===== config.mk =====
export PLATFORM = sky130hd
export DESIGN_NAME = dir_regs
export DESIGN_NICKNAME = d
export VERILOG_FILES = /design/src/design/dir_pkg.sv /design/src/design/dir_id_rom.sv /design/src/design/dir_regs.sv
export SDC_FILE = /design/constraint.sdc
export NUM_CORES = 1
export LEC_CHECK = 0
export BUFFER_PORTS_ARGS = -buffer_cell sky130_fd_sc_hd__buf_2
export CAP_MARGIN = 30
export CORE_MARGIN = 3
export CORE_UTILIZATION = 27
export DETAILED_ROUTE_END_ITERATION = 7
export GPL_TIMING_DRIVEN = 0
export PLACE_DENSITY_LB_ADDON = 0.2
export SLEW_MARGIN = 15
export SYNTH_ARGS = -nofsm -noshare
export SYNTH_HDL_FRONTEND = slang
export SYNTH_HIERARCHICAL = 1
export SYNTH_SLANG_ARGS = --single-unit

===== constraint.sdc =====
create_clock -name aclk -period 2.6 [get_ports aclk]
set_input_delay 0.52 -clock aclk [delete_from_list [all_inputs] [get_ports aclk]]
set_output_delay 0.52 -clock aclk [all_outputs]
set_load 0.02 [all_outputs]

===== src/design/dir_pkg.sv =====
package dir_pkg;

   // ----------------------------------------------------------------
   // Register indices; the byte address is four times the index
   // ----------------------------------------------------------------
   localparam logic [7:0]  REV_HIGH_IDX  = 8'h1A;
   localparam logic [7:0]  REV_LOW_IDX   = 8'h1B;
   localparam logic [7:0]  MEM_FIRST_IDX = 8'h1C;
   localparam logic [7:0]  MEM_SECOND_IDX = 8'h1D;
   localparam int          ADDR_W        = 12;

   // ----------------------------------------------------------------
   // Revision identifier field positions
   // ----------------------------------------------------------------
   localparam int          MAJ_FAM_LSB   = 12;
   localparam int          MIN_FAM_LSB   = 8;
   localparam int          MAJ_MASK_LSB  = 4;
   localparam int          MIN_MASK_LSB  = 0;
   localparam int          FIELD_W       = 4;

   // Arbitrary neutral identity values
   localparam logic [3:0]  MAJ_FAM_VAL   = 4'h1;
   localparam logic [3:0]  MIN_FAM_VAL   = 4'h2;
   localparam logic [3:0]  MAJ_MASK_VAL  = 4'h3;
   localparam logic [3:0]  MIN_MASK_VAL  = 4'h4;

   // ----------------------------------------------------------------
   // Memory size constants
   // ----------------------------------------------------------------
   localparam logic [7:0]  MEM_FIRST_VAL  = 8'h11;
   localparam logic [7:0]  MEM_SECOND_VAL = 8'h80;

   // ----------------------------------------------------------------
   // Bus responses
   // ----------------------------------------------------------------
   localparam logic [1:0]  RESP_OKAY     = 2'h0;
   localparam logic [1:0]  RESP_SLVERR   = 2'h2;

   typedef enum logic [1:0] {DIR_W_IDLE, DIR_W_RESP} dir_wstate_e;

endpackage : dir_pkg


===== src/design/dir_id_rom.sv =====
`timescale 1ns/1ps
module dir_id_rom
   import dir_pkg::*;
(
   // Lookup
   input  wire logic [ADDR_W-1:0] addr,
   output logic      [7:0]        data,
   output logic                   hit
);
   logic [15:0] rev_id;

   always_comb begin
      rev_id = {MAJ_FAM_VAL, MIN_FAM_VAL, MAJ_MASK_VAL, MIN_MASK_VAL};
      hit    = 1'b1;
      case (addr)
         {2'h0, REV_HIGH_IDX, 2'h0}:   data = rev_id[15:8];
         {2'h0, REV_LOW_IDX, 2'h0}:    data = rev_id[7:0];
         {2'h0, MEM_FIRST_IDX, 2'h0}:  data = MEM_FIRST_VAL;
         {2'h0, MEM_SECOND_IDX, 2'h0}: data = MEM_SECOND_VAL;
         default: begin
            data = 8'h00;
            hit  = 1'b0;
         end
      endcase
   end
endmodule : dir_id_rom


===== src/design/dir_regs.sv =====
`timescale 1ns/1ps
module dir_regs
   import dir_pkg::*;
(
   // Clock and reset
   input  wire logic              aclk,
   input  wire logic              aresetn,
   // Write address
   input  wire logic [ADDR_W-1:0] s_axi_awaddr,
   input  wire logic [2:0]        s_axi_awprot,
   input  wire logic              s_axi_awvalid,
   output logic                   s_axi_awready,
   // Write data
   input  wire logic [31:0]       s_axi_wdata,
   input  wire logic [3:0]        s_axi_wstrb,
   input  wire logic              s_axi_wvalid,
   output logic                   s_axi_wready,
   // Write response
   output logic [1:0]             s_axi_bresp,
   output logic                   s_axi_bvalid,
   input  wire logic              s_axi_bready,
   // Read address
   input  wire logic [ADDR_W-1:0] s_axi_araddr,
   input  wire logic [2:0]        s_axi_arprot,
   input  wire logic              s_axi_arvalid,
   output logic                   s_axi_arready,
   // Read data
   output logic [31:0]            s_axi_rdata,
   output logic [1:0]             s_axi_rresp,
   output logic                   s_axi_rvalid,
   input  wire logic              s_axi_rready
);
   // ----------------------------------------------------------------
   // Write channel
   // ----------------------------------------------------------------
   logic aw_seen_q, aw_seen_d;
   logic w_seen_q,  w_seen_d;
   logic bvalid_q,  bvalid_d;
   logic [1:0] bresp_q, bresp_d;
   logic [ADDR_W-1:0] awaddr_q, awaddr_d;
   logic wr_hit;
   logic [ADDR_W-1:0] wr_dec_addr;

   // Decoded from port or held address, so no loop through the comb block
   assign wr_dec_addr = (s_axi_awvalid && s_axi_awready) ? s_axi_awaddr : awaddr_q;

   // Write address only decoded; no storage, so data is dropped
   dir_id_rom u_wr_dec (
      .addr (wr_dec_addr),
      .data (),
      .hit  (wr_hit)
   );

   assign s_axi_awready = !aw_seen_q && !bvalid_q;
   assign s_axi_wready  = !w_seen_q && !bvalid_q;

   always_comb begin
      aw_seen_d = aw_seen_q;
      w_seen_d  = w_seen_q;
      bvalid_d  = bvalid_q;
      bresp_d   = bresp_q;
      awaddr_d  = awaddr_q;
      if (s_axi_awvalid && s_axi_awready) begin
         aw_seen_d = 1'b1;
         awaddr_d  = s_axi_awaddr;
      end
      if (s_axi_wvalid && s_axi_wready) begin
         w_seen_d = 1'b1;
      end
      if (bvalid_q && s_axi_bready) begin
         bvalid_d = 1'b0;
      end
      if (aw_seen_d && w_seen_d && !bvalid_q) begin
         bvalid_d  = 1'b1;
         aw_seen_d = 1'b0;
         w_seen_d  = 1'b0;
         bresp_d   = wr_hit ? RESP_OKAY : RESP_SLVERR;
      end
   end

   always_ff @(posedge aclk) begin
      if (!aresetn) begin
         aw_seen_q <= 1'b0;
         w_seen_q  <= 1'b0;
         bvalid_q  <= 1'b0;
         bresp_q   <= RESP_OKAY;
         awaddr_q  <= '0;
      end else begin
         aw_seen_q <= aw_seen_d;
         w_seen_q  <= w_seen_d;
         bvalid_q  <= bvalid_d;
         bresp_q   <= bresp_d;
         awaddr_q  <= awaddr_d;
      end
   end

   assign s_axi_bvalid = bvalid_q;
   assign s_axi_bresp  = bresp_q;

   // ----------------------------------------------------------------
   // Read channel
   // ----------------------------------------------------------------
   logic        rvalid_q, rvalid_d;
   logic [31:0] rdata_q,  rdata_d;
   logic [1:0]  rresp_q,  rresp_d;
   logic [7:0]  rd_byte;
   logic        rd_hit;

   dir_id_rom u_rd_dec (
      .addr (s_axi_araddr),
      .data (rd_byte),
      .hit  (rd_hit)
   );

   assign s_axi_arready = !rvalid_q;

   always_comb begin
      rvalid_d = rvalid_q;
      rdata_d  = rdata_q;
      rresp_d  = rresp_q;
      if (rvalid_q && s_axi_rready) begin
         rvalid_d = 1'b0;
      end
      if (s_axi_arvalid && s_axi_arready) begin
         rvalid_d = 1'b1;
         rdata_d  = {24'h000000, rd_byte};
         rresp_d  = rd_hit ? RESP_OKAY : RESP_SLVERR;
      end
   end

   always_ff @(posedge aclk) begin
      if (!aresetn) begin
         rvalid_q <= 1'b0;
         rdata_q  <= 32'h00000000;
         rresp_q  <= RESP_OKAY;
      end else begin
         rvalid_q <= rvalid_d;
         rdata_q  <= rdata_d;
         rresp_q  <= rresp_d;
      end
   end

   assign s_axi_rvalid = rvalid_q;
   assign s_axi_rdata  = rdata_q;
   assign s_axi_rresp  = rresp_q;
endmodule : dir_regs


==> results_dict.tcl, run 1 <==
set metrics [dict create \
    status "finished, final reports clean" \
    layout_common_cells "buf_2, buf_4, conb_1" \
    drive_above_1_share_pct 44.4 \
    period_share_pct 93.6 \
    final_antenna_net_count 0 \
    drc 0 \
    placed_cell_area_um2 1780 \
    dp_hpwl_mm 2.12 \
    core_um2 4820 \
    end_kind "flop" \
    r2r_slack_ns 0.17 \
    io_pins 114 \
    vias 1078 \
    mostFrequentLayoutCell "buf_2" \
    required_ns 2.77 \
    fillCellCount 530 \
    slew_viol_final 0 \
    area_growth_pct 33.8 \
    wl_per_cell_um 8.96 \
    fin_cells 290 \
    dr.first_iter.drc_count 12 \
    viasPerCell 3.72 \
    cts_tree "done" \
    grt_max_degree 15 \
    overflow 0 \
    whs_ns 0.463 \
    worstPathArrival_ns 2.61 \
    fmax_mhz 411 \
    post-place-cells 284 \
    die_x_um 77.4 \
    setup_violations 0 \
    syn_avg_cell_area_um2 9.35 \
    firstDrtPassIters 4 \
    clkLatencyLatePin_ns 0.27 \
    antenna_found_initial 0 \
    worst-setup-path-type "reg2reg" \
    final_nets 297 \
    postRouteWirelength_mm 2.60 \
    p_per_area_nw_per_um2 488 \
    gp_congestion 0.733 \
    clock_skew_ns 0.00130 \
    syn_inst 147 \
    die_area_um2 5990 \
    p_leak_nw 0.914 \
    cts_made_buffers 3 \
    grt_pass1_wl_mm 4.49 \
    fin_util_pct 38.2 \
    die_h_um 77.4 \
    max_cap_violations 0 \
    crit_path_max_fanout 9 \
    hold_path.class "reg2reg" \
    hold_violations 0 \
    htree_levels 1 \
    clk_pin_slew_ns 0.09 \
    netlist_area_um2 1380 \
    rsz0062_at_grt "false" \
    clock_path_buffers 2 \
    peakVddDrop_v 0.000190 \
    cts_hold_buffers 0 \
    final_area_um2 1840 \
    num_rows 25 \
    initial_core_util_pct 28.5 \
    cts_root_buf "clkbuf_8" \
    finalCriticalPeriod_ns 2.43 \
    cts.sinks 25 \
    synth_warnings 6 \
    io_buffers 44 \
    cp-start-kind "flop" \
    first_global_vias 1041 \
    antennaDiodeCount 0 \
    power_w 0.000897 \
    grtUsageTotal_pct 9.03 \
]
## metal layers
layer,vias up,track usage [%],share of wire [%]
met1,448,10.7,43
li1,585,-,-
met2,41,15.5,46
met3,4,3.71,10
met5,-,0,0
met4,0,1.60,0.46
## where the power goes
group          internal, W  switching, W  total [W]  leakage [nW]
clock network     0.000107      0.000123   0.000230        0.0255
registers         0.000407     0.0000136   0.000421         0.205
logic             0.000127      0.000119   0.000246         0.683
total             0.000641      0.000256   0.000897         0.914
## what timing repair did
| action | CTS | global route |
|---|---|---|
| endpoints found under the setup margin | 0 | 1 |
| endpoints found under the hold margin | 0 | 0 |
| gates resized for setup | 0 | 1 |
| setup buffers | 0 | 2 |
## registers in the layout (all words and copies together) (netlist names)
signal        flops
awaddr_q         11
s_axi_rdata       8
aw_seen_q         1
s_axi_bresp       1
s_axi_bvalid      1
s_axi_rresp       1
s_axi_rvalid      1
w_seen_q          1
## worst max-delay path, stage by stage (launching register included)
cell and delay (ns):
dfxtp_1 0.36, nor3b_4 0.32, buf_12 0.18, mux2_4 0.31, or4b_4 0.52, a21oi_1 0.17
inv_1 0.06, o31a_2 0.31, o21a_1 0.10
## area by class of cell
| cell class | count | area (um^2) | share of cell area [%] |
|---|---|---|---|
| plain buffers | 34 | 253 | 13.7 |
| clock buffers | 3 | 41.3 | 2.24 |
| clock inverters | 1 | 5.00 | 0.272 |
| inverters | 4 | 15.0 | 0.816 |
| multi-input cells | 110 | 704 | 38.3 |
| flip-flops and latches | 25 | 502 | 27.3 |
| well taps | 67 | 83.8 | 4.56 |
| repair buffers | 46 | 235 | 12.8 |
## path summary, 6_finish.rpt
check / start / to / cells after the start
worst max-delay path: aw_seen_q$_SDFF_PP0_ / s_axi_bresp[1]$_SDFFE_PN0P_ / 8
worst min register to register: s_axi_rdata[3]$_SDFFE_PN0P_ / s_axi_rdata[3]$_SDFFE_PN0P_ / 2
worst min-delay path: s_axi_rdata[3]$_SDFFE_PN0P_ / s_axi_rdata[3]$_SDFFE_PN0P_ / 2
worst max register to register: aw_seen_q$_SDFF_PP0_ / s_axi_bresp[1]$_SDFFE_PN0P_ / 8
## through the flow
stage                     worst slack, ns  TNS, ns
after floorplan                     0.127        0
after global placement             -0.121   -0.121
after detailed placement           -0.113   -0.113
after CTS                          0.0672        0
after global routing               0.0145        0
final                               0.165        0
(Power assumes the default switching activity.)
==> inputs of run 2 (changes only) <==
- CORE_UTILIZATION: 27 -> 33
- SYNTH_HIERARCHICAL: 1 -> unset
==> run 2 against run 1 <==
Total power is 5.9% lower. Cell area fell by 12%. Clock skew rose by 0.0072 ns. Sequential cell count decreased by 3. Via count rose by 0.37%. Core utilization up 9.1 points. Critical path type is now reg2out.
==> results_dict.tcl, run 2 <==
set metrics [dict create \
    status "finished, final reports clean" \
    final_nets 290 \
    area_growth_pct 35.4 \
    cts_setup_buffers 0 \
    synth_xor_area_share_pct 2.20 \
    slew_viol_final 0 \
    synthMuxAreaShare_pct 0 \
    hold_path.class "in2reg" \
    max_cap_violations 0 \
    worst-setup-path-type "reg2out" \
    tightest_slew_ns 0.525 \
    synth_area_leaders "dfxtp_1, buf_4, nand2_1" \
    finalCriticalPeriod_ns 1.55 \
    relSlewSlack_pct 65.0 \
    core_um2 3420 \
    dp_hpwl_mm 2.03 \
    io_buffers 42 \
    worstPathArrival_ns 1.03 \
    grtUsageTotal_pct 11.2 \
    vias 1082 \
    syn_inst 143 \
    period_share_pct 59.6 \
    synth_seq_cells 22 \
    yosys.area_share.simple_pct 24.8 \
    synth_cell_types 35 \
    clock_skew_ns 0.00851 \
    highest-signal-layer "met4" \
    p_per_area_nw_per_um2 523 \
    synth_edf_count 0 \
    cp-start-kind "flop" \
    grt_pass1_wl_mm 3.82 \
    synth_commonest_cells "nand2_1, buf_4, dfxtp_1, a21boi_1, nor2_1" \
    final_antenna_net_count 0 \
    antenna_found_initial 0 \
    wl_met3_um 248 \
    fmax_mhz 645 \
    clk_pin_slew_ns 0.13 \
    yosys.area_share.adder_pct 0 \
    rsz0062_at_grt "false" \
    htree_levels 1 \
    clock_path_buffers 2 \
    fin_cells 262 \
    die_area_um2 4370 \
    cts_tree "done" \
    reg2reg_depth 4 \
    cts-resized-gates 0 \
    wl_per_cell_um 9.40 \
    ys_seq_area_share_pct 36.9 \
    cts_hold_buffers 0 \
    synth_top_family_by_area "simple AND/OR/NAND/NOR gates" \
    drc 0 \
    hold_violations 0 \
    synth_ff_type "dfxtp_1" \
    layout_common_cells "buf_2, nand2_1, buf_4" \
    clkLatencyLatePin_ns 0.32 \
    antennaDiodeCount 0 \
    met1_length_mm 1.11 \
    synth_compound_area_share_pct 14.9 \
    peakVddDrop_v 0.000346 \
    gp_congestion 0.753 \
    largest_reg_flops 11 \
    mostFrequentLayoutCell "buf_2" \
    worst_hold_path.num_cells 3 \
    firstDrtPassIters 4 \
    drive_above_1_share_pct 38.4 \
    synth_warnings 0 \
    grt_max_degree 14 \
    synth_most_common_cell "nand2_1" \
    cts.sinks 22 \
    die_h_um 66.1 \
    synth_top_area_share_pct 36.9 \
    netlist_area_um2 1190 \
    setup_violations 0 \
    initial_core_util_pct 34.9 \
    required_ns 2.08 \
    num_rows 21 \
    dr.first_iter.drc_count 38 \
    post-place-cells 258 \
    ys_async_sr_fraction_pct 0 \
    end_kind "output port" \
    synth_top_area_cell "dfxtp_1" \
    final_area_um2 1610 \
    regMostFlops "awaddr_q" \
    dr_wl_met2_mm 1.09 \
    viasPerCell 4.13 \
    postRouteWirelength_mm 2.46 \
    syn_avg_cell_area_um2 8.34 \
    placed_cell_area_um2 1560 \
    cts_root_buf "clkbuf_4" \
    overflow 0 \
    first_global_vias 914 \
    p_leak_nw 0.821 \
    cts_made_buffers 3 \
    crit_path_max_fanout 4 \
    io_pins 114 \
    fin_setup_tns_ns 0 \
    die_x_um 66.1 \
]
[run 2: cells by family after synthesis]
group           after synthesis
simple gates                 56
buf+inv                      36
compound gates               25
flops                        22
xor+xnor                      3
other cells                   1
[run 2: worst max-delay path: stages, from the launching register on]
cell,delay [ns]
dfxtp_1,0.35
nor2_1,0.17
buf_2,0.19
[run 2: report_power, final]
group / internal, W / switching, W / total [W] / leakage (nW)
Clock: 0.000156 / 0.000111 / 0.000267 / 0.0279
Sequential: 0.000359 / 0.0000135 / 0.000372 / 0.180
Combinational: 0.0000873 / 0.000117 / 0.000204 / 0.612
[run 2: path summary, 6_finish.rpt]
path / end / start / slack, ns
min reg2reg: awaddr_q[9]$_SDFF_PN0_ / awaddr_q[9]$_SDFF_PN0_ / 0.46
max reg2reg: s_axi_bresp[1]$_SDFFE_PN0P_ / s_axi_bvalid$_SDFFE_PN0P_ / 1.26
min: awaddr_q[6]$_SDFF_PN0_ / s_axi_awaddr[6] / 0.43
max: s_axi_awready / s_axi_bvalid$_SDFFE_PN0P_ / 1.05
[run 2: metal layers]
layer | track usage [%] | up-vias
met3 | 4.08 | 2
met1 | 14.4 | 462
met5 | 0 | -
li1 | - | 572
met2 | 17.5 | 46
met4 | 3.05 | 0
[run 2: cell type report]
type | instances | area, um^2
inverter | 3 | 11.3
clock buffer | 3 | 22.5
buffer | 33 | 238
multi-input combinational | 112 | 604
fill | 375 | 1800
timing repair buffer | 42 | 210
sequential | 22 | 440
clock inverter | 1 | 30.0
tap | 46 | 57.6
[run 2: metrics by stage]
step / setup slack, ns / power (W) / hold WS [ns] / utilization [%]
3_3_place_gp: 1.00 / 0.000584 / 0.443 / 45.7
3_5_place_dp: 1.01 / 0.000585 / 0.448 / 45.7
6_report: 1.05 / 0.000844 / 0.432 / 47.3
4_1_cts: 1.02 / 0.000855 / 0.417 / 47.3
5_1_grt: 0.975 / 0.000891 / 0.414 / 47.3
2_1_floorplan: 1.18 / 0.000528 / 0.435 / -
